==> src/pkg/udir_pkg.sv <==
// Purpose: constants and carriers for the usb device init register block
// Assumes: 40 MHz core clock, command-coded one-word register access
// Notes: endpoint config struct follows the register bit layout msb first
package udir_pkg;

   localparam logic [7:0] CMD_EP_WR_BASE = 8'h20;
   localparam logic [7:0] CMD_EP_RD_BASE = 8'h30;
   localparam logic [7:0] CMD_ADDR_WR = 8'hb6;
   localparam logic [7:0] CMD_ADDR_RD = 8'hb7;
   localparam logic [7:0] CMD_MODE_WR = 8'hb8;
   localparam logic [7:0] CMD_MODE_RD = 8'hb9;
   localparam logic [7:0] CMD_HWCFG_WR = 8'hba;
   localparam logic [7:0] CMD_HWCFG_RD = 8'hbb;
   localparam logic [3:0] CMD_EP_HIGH_MASK = 4'hf;

   localparam int EP_COUNT = 16;
   localparam logic [3:0] EP_FIRST = 4'h0;
   localparam logic [3:0] EP_LAST = 4'hf;
   localparam int EP_FIFO_EN_BIT = 7;
   localparam logic [7:0] EP_RESET = 8'h00;

   localparam int ADDR_EN_BIT = 7;
   localparam logic [7:0] ADDR_RESET = 8'h00;
   localparam logic [6:0] ADDR_BUS_RESET = 7'h00;

   localparam int MODE_DMA_WIDTH_SELECT_BIT = 7;
   localparam int MODE_SUSP_BIT = 5;
   localparam int MODE_IRQEN_BIT = 3;
   localparam int MODE_DBG_BIT = 2;
   localparam int MODE_SOFT_BIT = 0;
   localparam logic [7:0] MODE_RESET = 8'h00;
   localparam logic [7:0] MODE_BUSRST_KEEP = 8'h8f;

   // upper byte of hardware config, bit positions within that byte
   localparam int HW_EXTERNAL_PULLUP_USED_BIT = 6;
   localparam int HW_SLOW_CLOCK_DISABLE_BIT = 5;
   localparam int HW_CLOCKS_ALWAYS_ON_BIT = 4;
   localparam int HW_DIV_MSB = 3;
   localparam logic [7:0] HW_HI_RESET = 8'h23;

   localparam int CLK_FREQ_HZ = 40_000_000;
   localparam int SUSP_DELAY_US = 2000;
   localparam int SUSP_DELAY_CYC = (CLK_FREQ_HZ / 1_000_000) * SUSP_DELAY_US;
   localparam int SLOW_CLK_HZ = 100_000;
   localparam int SLOW_HALF_CYC = CLK_FREQ_HZ / (2 * SLOW_CLK_HZ);

   typedef struct packed {
      logic fifo_enable;
      logic endpoint_direction;
      logic double_buffer;
      logic isochronous_type;
      logic [3:0] buffer_size_select;
   } udir_ep_cfg_s;

   typedef struct packed {
      logic valid;
      logic write;
      logic [7:0] code;
      logic [15:0] wdata;
   } udir_cmd_s;

   typedef struct packed {
      logic ack_bulk;
      logic iso_done;
      logic nak;
      logic error;
   } udir_usb_ev_s;

   typedef enum logic [2:0] {
      SUSP_IDLE = 3'b001,
      SUSP_WAIT = 3'b010,
      SUSP_ACTIVE = 3'b100
   } udir_susp_e;

endpackage : udir_pkg

==> src/rtl/udir_regs.sv <==
// Purpose: init and configuration registers of a usb device controller
// Assumes: command port and usb events on the core clock, one word per access
// Notes: lower byte of hardware config not held here, reads as zero
// Behaviour
// - endpoint bit 7 reads 1 only when enabled and memory allocated.
// - endpoint bit 6 gives direction and dma transfer direction.
// - endpoint bit 5 selects double buffering.
// - endpoint bit 4 selects isochronous, else bulk or interrupt.
// - endpoint bits 3 to 0 select fifo size code.
// - bus reset makes active address zero and enables device.
// - bus reset leaves the readable address register unchanged.
// - new address becomes active only after host acknowledges status packet.
// - address bit 7 enables device, bits 6 to 0 hold address.
// - address written with b6, read with b7, one word each.
// - mode register is one byte, upper byte of word ignored.
// - mode bit 7 selects 16-bit dma width, kept on bus reset.
// - writing mode bit 5 as 1 then 0 enters suspend.
// - mode bit 3 globally enables interrupts, kept on bus reset.
// - bit 2 set interrupts on nak and error, else ack and iso.
// - mode bit 0 enables pull-up unless external pull-up is marked.
// - bus reset clears mode bits 6 to 4 only; power-up clears all.
// - mode written with b8, read with b9, one word each.
// - hardware config untouched by bus reset; upper byte clock control.
// - hardware config via ba and bb; upper byte resets to 23h.
// - hardware config bit 14 marks external pull-up fitted.
// - clock output half period is divisor plus one cycles, without glitches.
// - bit 13 clear gives slow clock after delay, set disables output.
`timescale 1ns/1ps
module udir_regs
   import udir_pkg::*;
#(
   parameter int SUSP_DELAY = SUSP_DELAY_CYC
) (
   input wire logic clk,
   input wire logic srst,
   input wire udir_cmd_s cmd,
   input wire logic usb_bus_reset,
   input wire logic status_ack,
   input wire logic wake_event,
   input wire logic token_valid,
   input wire logic [6:0] token_addr,
   input wire udir_usb_ev_s usb_ev,
   output logic [15:0] rd_data,
   output logic rd_valid,
   output udir_ep_cfg_s [EP_COUNT-1:0] ep_cfg,
   output logic fifo_alloc_done,
   output logic device_enable,
   output logic [6:0] active_address,
   output logic token_match,
   output logic dma_width_select,
   output logic irq_global_enable,
   output logic dc_irq_pulse,
   output logic soft_attach_pullup,
   output logic suspended,
   output logic clocks_stopped,
   output logic clock_output_pin
);

   udir_ep_cfg_s [EP_COUNT-1:0] ep_reg;
   logic alloc_reg;
   logic [7:0] addr_reg;
   logic addr_pend_reg;
   logic [6:0] act_addr_reg;
   logic act_en_reg;
   logic [7:0] mode_reg;
   logic [7:0] hw_hi_reg;
   logic [15:0] rd_data_reg;
   logic rd_valid_reg;
   logic match_reg;
   logic irq_reg;
   logic pull_reg;
   udir_susp_e susp_reg;
   udir_susp_e susp_next;
   logic [16:0] susp_cnt_reg;
   logic clock_output_pin_run;

   // command decode
   wire logic wr = cmd.valid && cmd.write;
   wire logic rd = cmd.valid && !cmd.write;
   wire logic ep_wr = wr && (cmd.code[7:4] == CMD_EP_WR_BASE[7:4]);
   wire logic ep_rd = rd && (cmd.code[7:4] == CMD_EP_RD_BASE[7:4]);
   wire logic [3:0] ep_idx = cmd.code[3:0] & CMD_EP_HIGH_MASK;
   wire logic addr_wr = wr && (cmd.code == CMD_ADDR_WR);
   wire logic addr_rd = rd && (cmd.code == CMD_ADDR_RD);
   wire logic mode_wr = wr && (cmd.code == CMD_MODE_WR);
   wire logic mode_rd = rd && (cmd.code == CMD_MODE_RD);
   wire logic hw_wr = wr && (cmd.code == CMD_HWCFG_WR);
   wire logic hw_rd = rd && (cmd.code == CMD_HWCFG_RD);
   wire logic [7:0] wbyte = cmd.wdata[7:0];
   wire logic [7:0] hw_wbyte = cmd.wdata[15:8];

   wire logic [7:0] ep_rd_byte = {ep_reg[ep_idx].fifo_enable && alloc_reg,
                                  ep_reg[ep_idx][EP_FIFO_EN_BIT-1:0]};
   wire logic [15:0] rd_next = ep_rd ? {8'h00, ep_rd_byte} :
                               addr_rd ? {8'h00, addr_reg} :
                               mode_rd ? {8'h00, mode_reg} :
                               hw_rd ? {hw_hi_reg, 8'h00} : 16'h0000;

   // suspend request: bit 5 written 0 after being 1
   wire logic susp_req = mode_wr && mode_reg[MODE_SUSP_BIT] && !wbyte[MODE_SUSP_BIT];
   wire logic susp_done = (susp_cnt_reg == 17'(SUSP_DELAY - 1));
   wire logic [7:0] mode_after_bus_reset = mode_reg & MODE_BUSRST_KEEP;
   wire logic ext_pullup = hw_hi_reg[HW_EXTERNAL_PULLUP_USED_BIT];
   wire logic irq_src = mode_reg[MODE_DBG_BIT] ? (usb_ev.nak || usb_ev.error) :
                        (usb_ev.ack_bulk || usb_ev.iso_done);

   genvar gi;
   generate
      for (gi = 0; gi < EP_COUNT; gi++) begin : g_ep
         always_ff @(posedge clk) begin
            if (srst) begin
               ep_reg[gi] <= EP_RESET;
            end else if (ep_wr && ep_idx == 4'(gi)) begin
               ep_reg[gi] <= wbyte;
            end else if (usb_bus_reset) begin
               ep_reg[gi].fifo_enable <= 1'b0;
            end
         end
      end
   endgenerate

   // memory allocation runs once the last endpoint has been configured
   always_ff @(posedge clk) begin
      if (srst || usb_bus_reset) begin
         alloc_reg <= 1'b0;
      end else if (ep_wr) begin
         alloc_reg <= (ep_idx == EP_LAST);
      end
   end

   always_ff @(posedge clk) begin
      if (srst) begin
         addr_reg <= ADDR_RESET;
      end else if (addr_wr) begin
         addr_reg <= wbyte;
      end
   end

   // active address: bus reset wins, then an address write, then the deferred update
   always_ff @(posedge clk) begin
      if (srst) begin
         act_addr_reg <= ADDR_BUS_RESET;
         act_en_reg <= 1'b0;
         addr_pend_reg <= 1'b0;
      end else if (usb_bus_reset) begin
         act_addr_reg <= ADDR_BUS_RESET;
         act_en_reg <= 1'b1;
         addr_pend_reg <= 1'b0;
      end else if (addr_wr) begin
         act_en_reg <= wbyte[ADDR_EN_BIT];
         addr_pend_reg <= 1'b1;
      end else if (addr_pend_reg && status_ack) begin
         act_addr_reg <= addr_reg[6:0];
         addr_pend_reg <= 1'b0;
      end
   end

   always_ff @(posedge clk) begin
      if (srst) begin
         mode_reg <= MODE_RESET;
      end else if (mode_wr) begin
         mode_reg <= wbyte;
      end else if (usb_bus_reset) begin
         mode_reg <= mode_after_bus_reset;
      end
   end

   always_ff @(posedge clk) begin
      if (srst) begin
         hw_hi_reg <= HW_HI_RESET;
      end else if (hw_wr) begin
         hw_hi_reg <= hw_wbyte;
      end
   end

   always_ff @(posedge clk) begin
      if (srst) begin
         rd_data_reg <= 16'h0000;
         rd_valid_reg <= 1'b0;
         match_reg <= 1'b0;
         irq_reg <= 1'b0;
         pull_reg <= 1'b0;
      end else begin
         rd_data_reg <= rd_next;
         rd_valid_reg <= rd;
         match_reg <= token_valid && act_en_reg && (token_addr == act_addr_reg);
         irq_reg <= mode_reg[MODE_IRQEN_BIT] && irq_src;
         pull_reg <= mode_reg[MODE_SOFT_BIT] && !ext_pullup;
      end
   end

   // suspend sequencing with the clock-switch delay
   always_comb begin
      susp_next = susp_reg;
      case (susp_reg)
         SUSP_IDLE: begin
            if (susp_req) begin
               susp_next = SUSP_WAIT;
            end
         end
         SUSP_WAIT: begin
            if (wake_event || usb_bus_reset) begin
               susp_next = SUSP_IDLE;
            end else if (susp_done) begin
               susp_next = SUSP_ACTIVE;
            end
         end
         SUSP_ACTIVE: begin
            if (wake_event || usb_bus_reset) begin
               susp_next = SUSP_IDLE;
            end
         end
         default: begin
            susp_next = SUSP_IDLE;
         end
      endcase
   end

   always_ff @(posedge clk) begin
      if (srst) begin
         susp_reg <= SUSP_IDLE;
         susp_cnt_reg <= 17'h00000;
      end else begin
         susp_reg <= susp_next;
         susp_cnt_reg <= (susp_reg == SUSP_WAIT) ? susp_cnt_reg + 17'h00001 : 17'h00000;
      end
   end

   wire logic slow_phase = (susp_reg == SUSP_ACTIVE);
   assign clock_output_pin_run = !(slow_phase && hw_hi_reg[HW_SLOW_CLOCK_DISABLE_BIT]);

   udir_clkdiv u_clkdiv (
      .clk(clk),
      .srst(srst),
      .run(clock_output_pin_run),
      .slow_sel(slow_phase),
      .divisor(hw_hi_reg[HW_DIV_MSB:0]),
      .clk_out(clock_output_pin)
   );

   logic susp_out_reg;
   logic clk_stop_reg;
   always_ff @(posedge clk) begin
      if (srst) begin
         susp_out_reg <= 1'b0;
         clk_stop_reg <= 1'b0;
      end else begin
         susp_out_reg <= (susp_next != SUSP_IDLE);
         clk_stop_reg <= (susp_next == SUSP_ACTIVE) && !hw_hi_reg[HW_CLOCKS_ALWAYS_ON_BIT];
      end
   end

   assign rd_data = rd_data_reg;
   assign rd_valid = rd_valid_reg;
   assign ep_cfg = ep_reg;
   assign fifo_alloc_done = alloc_reg;
   assign device_enable = act_en_reg;
   assign active_address = act_addr_reg;
   assign token_match = match_reg;
   assign dma_width_select = mode_reg[MODE_DMA_WIDTH_SELECT_BIT];
   assign irq_global_enable = mode_reg[MODE_IRQEN_BIT];
   assign dc_irq_pulse = irq_reg;
   assign soft_attach_pullup = pull_reg;
   assign suspended = susp_out_reg;
   assign clocks_stopped = clk_stop_reg;

   property p_bus_reset_addr;
      @(posedge clk) disable iff (srst) usb_bus_reset |=> (act_addr_reg == 7'h00) && act_en_reg;
   endproperty
   a_bus_reset_addr: assert property (p_bus_reset_addr) else $error("active address not cleared");

   property p_addr_reg_kept;
      @(posedge clk) disable iff (srst) (usb_bus_reset && !addr_wr) |=> $stable(addr_reg);
   endproperty
   a_addr_reg_kept: assert property (p_addr_reg_kept) else $error("address register changed");

   property p_addr_deferred;
      @(posedge clk) disable iff (srst)
         (addr_pend_reg && !status_ack && !usb_bus_reset) |=> $stable(act_addr_reg);
   endproperty
   a_addr_deferred: assert property (p_addr_deferred) else $error("address used early");

   property p_addr_applied;
      @(posedge clk) disable iff (srst)
         (addr_pend_reg && status_ack && !usb_bus_reset && !addr_wr) |=> act_addr_reg == $past(addr_reg[6:0]);
   endproperty
   a_addr_applied: assert property (p_addr_applied) else $error("address not applied");

   property p_mode_bus_reset;
      @(posedge clk) disable iff (srst)
         (usb_bus_reset && !mode_wr) |=> (mode_reg[6:4] == 3'b000) && (mode_reg[7] == $past(mode_reg[7]))
            && (mode_reg[3:0] == $past(mode_reg[3:0]));
   endproperty
   a_mode_bus_reset: assert property (p_mode_bus_reset) else $error("mode bus reset wrong");

   property p_suspend_entry;
      @(posedge clk) disable iff (srst)
         (susp_req && susp_reg == SUSP_IDLE) |=> suspended ##1 (suspended || wake_event || usb_bus_reset);
   endproperty
   a_suspend_entry: assert property (p_suspend_entry) else $error("suspend not entered");

   property p_ext_pullup;
      @(posedge clk) disable iff (srst) ext_pullup ##1 $stable(hw_hi_reg) |-> !soft_attach_pullup;
   endproperty
   a_ext_pullup: assert property (p_ext_pullup) else $error("pull-up on with external");

   property p_token_match;
      @(posedge clk) disable iff (srst)
         token_valid |=> token_match == ($past(act_en_reg) && $past(token_addr) == $past(act_addr_reg));
   endproperty
   a_token_match: assert property (p_token_match) else $error("token match wrong");

   property p_debug_irq;
      @(posedge clk) disable iff (srst)
         (mode_reg[MODE_IRQEN_BIT] && mode_reg[MODE_DBG_BIT] && usb_ev.nak) |=> dc_irq_pulse;
   endproperty
   a_debug_irq: assert property (p_debug_irq) else $error("nak irq missing");

   property p_addr_read;
      @(posedge clk) disable iff (srst) addr_rd |=> rd_valid && rd_data == {8'h00, $past(addr_reg)};
   endproperty
   a_addr_read: assert property (p_addr_read) else $error("address readback wrong");

   property p_hw_kept;
      @(posedge clk) disable iff (srst) (usb_bus_reset && !hw_wr) |=> $stable(hw_hi_reg);
   endproperty
   a_hw_kept: assert property (p_hw_kept) else $error("hardware config changed");

endmodule : udir_regs

==> src/rtl/udir_clkdiv.sv <==
// Purpose: glitch-free divided clock output with slow suspend clock
// Assumes: half period measured in core clock cycles
// Notes: new settings load only at the end of a whole period or while run is low
`timescale 1ns/1ps
module udir_clkdiv
   import udir_pkg::*;
(
   input wire logic clk,
   input wire logic srst,
   input wire logic run,
   input wire logic slow_sel,
   input wire logic [3:0] divisor,
   output logic clk_out
);

   logic [7:0] cnt_reg;
   logic [7:0] half_reg;
   logic out_reg;
   wire logic [7:0] half_next = slow_sel ? 8'(SLOW_HALF_CYC - 1) : {4'h0, divisor};
   wire logic wrap = (cnt_reg == half_reg);

   always_ff @(posedge clk) begin
      if (srst) begin
         cnt_reg <= 8'h00;
         half_reg <= {4'h0, HW_HI_RESET[HW_DIV_MSB:0]};
         out_reg <= 1'b0;
      end else if (!run) begin
         // restart at the programmed rate, no short first half
         cnt_reg <= 8'h00;
         half_reg <= {4'h0, divisor};
         out_reg <= 1'b0;
      end else if (wrap) begin
         cnt_reg <= 8'h00;
         out_reg <= !out_reg;
         // switch only at the end of a whole period: no runt pulse
         if (out_reg) begin
            half_reg <= half_next;
         end
      end else begin
         cnt_reg <= cnt_reg + 8'h01;
      end
   end

   assign clk_out = out_reg;

endmodule : udir_clkdiv

==> config.mk <==
export PLATFORM = sky130hd
export DESIGN_NAME = udir_regs
export DESIGN_NICKNAME = d
export VERILOG_FILES = /design/src/pkg/udir_pkg.sv /design/src/rtl/udir_regs.sv /design/src/rtl/udir_clkdiv.sv
export SDC_FILE = /design/constraint.sdc
export NUM_CORES = 1
export LEC_CHECK = 0
export BUFFER_PORTS_ARGS = -buffer_cell sky130_fd_sc_hd__buf_4
export CAP_MARGIN = 20
export CORE_MARGIN = 3
export CORE_UTILIZATION = 55
export DETAILED_ROUTE_END_ITERATION = 7
export PLACE_DENSITY = 0.8
export SLEW_MARGIN = 20
export SYNTH_ARGS = -nofsm -noshare
export SYNTH_HDL_FRONTEND = slang
export SYNTH_SLANG_ARGS = --single-unit
==> constraint.sdc <==
create_clock -name clk -period 5.4 [get_ports clk]
set_clock_uncertainty 0.1 [all_clocks]
set_input_delay 0.27 -clock clk [delete_from_list [all_inputs] [get_ports clk]]
set_output_delay 0.27 -clock clk [all_outputs]
set_load 0.005 [all_outputs]
# After elaboration in Yosys (flattened, before gate mapping)
# Cells that the tools add are included.
# word_totals
regBits,221
input_bits,43
out_inout_bits,162
wordCells,252
# op_classes
addsub,2
magnitude_cmp,1
eq_ne,31
n_mux,38
n_bitwise,3
reduce_logical,75
# ops
operator,count
$eq 8x8->1 const B,6
$mux 8,6
$reduce_bool 2->1,21
$logic_and 1x1->1,36
$bmux 8 s4,1
$eq 4x4->1 const B,8
$mux 1,22
$add 17x1->17 const B,1
$eq 17x17->1 const B,1
$eq 4x2->1 const B,4
$eq 4x3->1 const B,4
$mux 3,4
$mux 4,3
$pmux 3 s3,1
$add 8x1->8 const B,1
$eq 8x8->1,1
$eq 7x7->1,1
$mux 7,1
$eq 3x3->1 const B,2
$reduce_and 2->1,3
$reduce_or 2->1,3
$logic_not 1->1,5
$lt 4x5->1 const B,1
$reduce_or 5->1,1
other kinds (8),13

# Longest topological paths before layout
# logic_depth
ltp_word,8
ltp_mapped,8
depth_no_buf,5

# Modules after synthesis
# Synthesis repeated with hierarchy kept, for this count alone.
# unflattened
cells_unflattened,1068
hier_area_um2,9711.8
# by_module_without_submodules
module,n_inst,cells_each,area_each_um2,seq_area_each_um2
udir_regs,1,996,9044.9,4083.9
udir_clkdiv,1,72,666.9,280.3

# Worst setup path before layout
# Ideal clock, no wire load.
# synth_timing
path_kind,input-to-reg
from,input cmd[16] (netlist name)
to,register rd_data_reg[2] (netlist: rd_data[2])
setup_ps,125
t_arrival_ps,1699
required_ps,5175
slack_ps,3476
cell_stages,8
path_buffers,4
cell_sequence,buf_2 buf_4 buf_2 buf_2 mux2i_1 o22ai_1 a211oi_1 a21oi_1
# synth_via
elab_chain_len,5
word_cells_on_any_way,9
cone_classes,eq/ne (2); mux (5); reduce/logical (2)
# synth_rtl
item,line,text
"start, declared",udir_regs.sv:36,"input wire udir_cmd_s cmd,"
$eq 8x8->1,udir_regs.sv:86,wire logic mode_rd = rd && (cmd.code == CMD_MODE_RD);
$logic_and 1x1->1,udir_regs.sv:86,
$mux 8,udir_regs.sv:96,"mode_rd ? {8'h00, mode_reg} :"
$mux 8,udir_regs.sv:95,"addr_rd ? {8'h00, addr_reg} :"
$mux 8 (*),udir_regs.sv:94,"wire logic [15:0] rd_next = ep_rd ? {8'h00, ep_rd_byte} :"
"end signal, assigned",udir_regs.sv:184,rd_data_reg <= rd_next;
"end, declared",udir_regs.sv:67,logic [15:0] rd_data_reg;
# Every way passes the cells marked *; elsewhere a longest branch is shown, timed or not. The select of a mux whose other input is x is not followed.
# A chain may end at the register's enable or synchronous reset.

# Worst setup path after layout
# layout_timing
from,input cmd[22] (netlist name)
to,register susp_reg[0]
# layout_via
elab_chain_len,6
# layout_rtl
item,line,text
$eq 8x8->1,udir_regs.sv:85,wire logic mode_wr = wr && (cmd.code == CMD_MODE_WR);
$logic_and 1x1->1,udir_regs.sv:85,
$logic_and 1x1->1 (2 in series),udir_regs.sv:100,wire logic susp_req = mode_wr && mode_reg[MODE_SUSP_BIT] && !wbyte[MODE_SUSP_BIT];
$mux 3,udir_regs.sv:197,if (susp_req) begin
$pmux 3 s3,udir_regs.sv:195,case (susp_reg)
"end signal, assigned",udir_regs.sv:224,susp_reg <= susp_next;
"end, declared",udir_regs.sv:72,udir_susp_e susp_reg;
# Every way passes these cells.

==> out/metrics.yaml <==
outcome:
  outcome: "finished clean"
setup_path:
  arrival_ps: 2700
  criticalPathCategory: "in -> reg"
  cp-end-kind: "flip-flop"
  cp-start-kind: "input port"
  worst_ep_required_time_ps: 5690
  cp_max_fo: 22
timing:
  maxSlewHeadroom_pct: 38.5
  period_share_pct: 44.6
  timing.fmax_ghz: 0.415
  worst_pin_slew_ps: 922
  setup_viol: 0
  rsz0062_at_grt: "false"
  layout_setup_ws_ps: 2990
  tns_ps: 0
  hold_viol_final: 0
  slew_viol_final: 0
  period_needed_ps: 2410
logic_synthesis:
  syn_area_sq_um: 9660
  synthCells: 1077
  synthArstFlopShare_pct: 0
  synth_cell_types: 58
  ys_seq_elements: 218
  synth-edff-count: 0
  ys.flop_type: "dfxtp_1"
  ys_seq_area_share_pct: 45.2
  yosys_warnings: 0
  avgSynthCellArea_sq_um: 8.97
  syn_nets: 1122
placement:
  port_buffers: 204
  pre_cts_slack_ps: 2610
  place_area_sq_um: 11200
  finalWeightedCongestion: 0.923
  hpwlAfterDp_mm: 20.2
clock_network:
  clock_sinks: 218
  cts_max_level: 1
  clockBufferDepth: 3
  clock-root-buffer: "clkbuf_16"
  clk_pin_slew_ps: 70
  clk_latency_ps: 520
  numCtsBuffers: 22
  post_cts_resized: 0
  cts_hold_buf: 15
  cts_tree: "done"
  postCtsSetupBuffers: 0
grt:
  grt_overflow: 0
  grt_pass1_vias: 8525
  grt_antenna_before_repair: 0
  grt_use_total_pct: 29.7
  grt_pass1_wl_mm: 46.7
  grt_max_degree: 90
flow_run:
  cap_violations: 0
finish:
  syn_to_final_growth_pct: 25.1
  stdcell_area_sq_um: 12100
  fillers: 1272
  largest_reg_flops: 128
  nets: 1295
  postLayoutCoreUtil_pct: 71.6
  n_antenna_cell: 0
  drive_above_1_share_pct: 24.1
floorplan:
  dieArea_sq_um: 19200
  start_util_pct: 57.2
  core-area_sq_um: 16900
  die_h_um: 138
  dieWidth_um: 138
  io_pins: 205
  rows: 47
route:
  remaining_drc_errors: 0
  finalWirelength_mm: 29.8
  vias_per_cell: 6.01
  routedWlPerCell_um: 20.1
  first_pass_iters: 5
  drtIter0Drc: 701
  vias: 8911
  ant_nets: 0
power_and_ir_drop:
  power.density_nw_per_um2: 278
  p_total_mw: 3.35
  irDropWorstVdd_mv: 0.207
  p_leak_nw: 4.54
worst_hold_path:
  min_path_type: "in -> reg"
[critical path: stages]
cell,delay [ps]
buf_4,110
and4b_1,770
nand4b_1,710
or3_1,620
a21o_1,210
[metal layers]
layer | vias to the layer above | global-route usage, % | routed length [um]
li1 | 4126 | - | -
met1 | 4246 | 38.9 | 11800
met2 | 450 | 47.8 | 13900
met3 | 89 | 5.52 | 2690
met4 | 0 | 13.6 | 1450
met5 | - | 0 | 0
[layout by cell type (no fill, tap or decap), types with 3 or more instances in the layout]
master	instances
a2111oi_0	3
a211oi_1	5
a21oi_1	131
a22oi_1	5
a31o_2	7
and2_1	9
and3_1	8
and4b_1	3
buf_4	209
clkbuf_1	3
clkbuf_16	23
clkbuf_8	8
dfxtp_1	218
dlygate4sd3_1	15
inv_1	9
mux2_2	6
mux2i_1	58
mux4_2	22
nand2_1	236
nand2b_1	9
nand3_1	18
nand3b_1	15
nand4_1	30
nor2_1	72
nor2b_1	8
nor3_1	14
nor3b_1	5
nor4_1	6
nor4_4	16
o21ai_0	6
o22ai_1	8
or2_2	5
or3_1	6
or3b_2	3
or4_1	5
xnor2_1	18
xor2_1	10
[layout make-up]
| cell class | count | area, sq um | share of cell area, % |
|---|---|---|---|
| clock inverters | 3 | 40.0 | 0.331 |
| multi-input cells | 774 | 4950 | 41.0 |
| repair buffers | 224 | 1720 | 14.2 |
| clock buffers | 34 | 697 | 5.77 |
| inverters | 10 | 37.5 | 0.311 |
| flip-flops and latches | 218 | 4360 | 36.1 |
| well taps | 220 | 275 | 2.28 |
[worst paths after layout]
check / from / end / slack (ps) / depth (start not counted)
min reg2reg: hw_hi_reg[6] / soft_attach_pullup / 350 / 1
max reg2reg: active_address[2] / token_match / 3270 / 5
max: cmd[22] / susp_reg[0] / 2990 / 5
min: cmd[18] / rd_data[0] / 30 / 3
[through the flow]
step / cells / hold slack [ps]
after floorplan: 1077 / 255
after global placement: 1431 / 329
after detailed placement: 1431 / 342
after CTS: 1483 / 17.4
after global routing: 1483 / 53.4
final: 1483 / 26.6
[cells by family (layout without fill, tap and decap cells)]
family | count (synthesis) | after routing | synth area share (%)
AO/OA/AOI/OAI | 181 | 181 | 10.7
XOR/XNOR | 28 | 28 | 2.54
adder cells (fa/ha/maj) | 2 | 2 | 0.259
buffers and inverters | 85 | 271 | 3.62
flip-flops | 218 | 218 | 45.2
multiplexers | 86 | 86 | 11.8
AND/OR/NAND/NOR | 477 | 477 | 25.8
[synth_stat cells (6+ instances only)]
cell type | n | area, sq um
a21oi_1 | 131 | 656
a31o_2 | 7 | 61.3
and2_1 | 9 | 56.3
and3_1 | 8 | 50.1
buf_1 | 13 | 48.8
buf_2 | 12 | 60.1
clkbuf_1 | 47 | 176
dfxtp_1 | 218 | 4360
inv_1 | 9 | 33.8
mux2_2 | 6 | 67.6
mux2i_1 | 58 | 581
mux4_2 | 22 | 495
nand2_1 | 236 | 886
nand2b_1 | 9 | 56.3
nand3_1 | 18 | 90.1
nand3b_1 | 15 | 113
nand4_1 | 30 | 188
nor2_1 | 72 | 270
nor2b_1 | 8 | 50.1
nor3_1 | 14 | 70.1
nor4_1 | 6 | 37.5
nor4_4 | 16 | 340
o21ai_0 | 6 | 30.0
o22ai_1 | 8 | 50.1
or3_1 | 6 | 37.5
xnor2_1 | 18 | 158
xor2_1 | 10 | 87.6
[report_power, final]
group	switching [mW]	total [mW]	internal, mW
clock	0.620	1.55	0.929
combinational	0.124	0.185	0.0611
sequential	0.00624	1.62	1.61
total	0.751	3.35	2.60
Note: power is estimated with default switching activity, not from simulation.
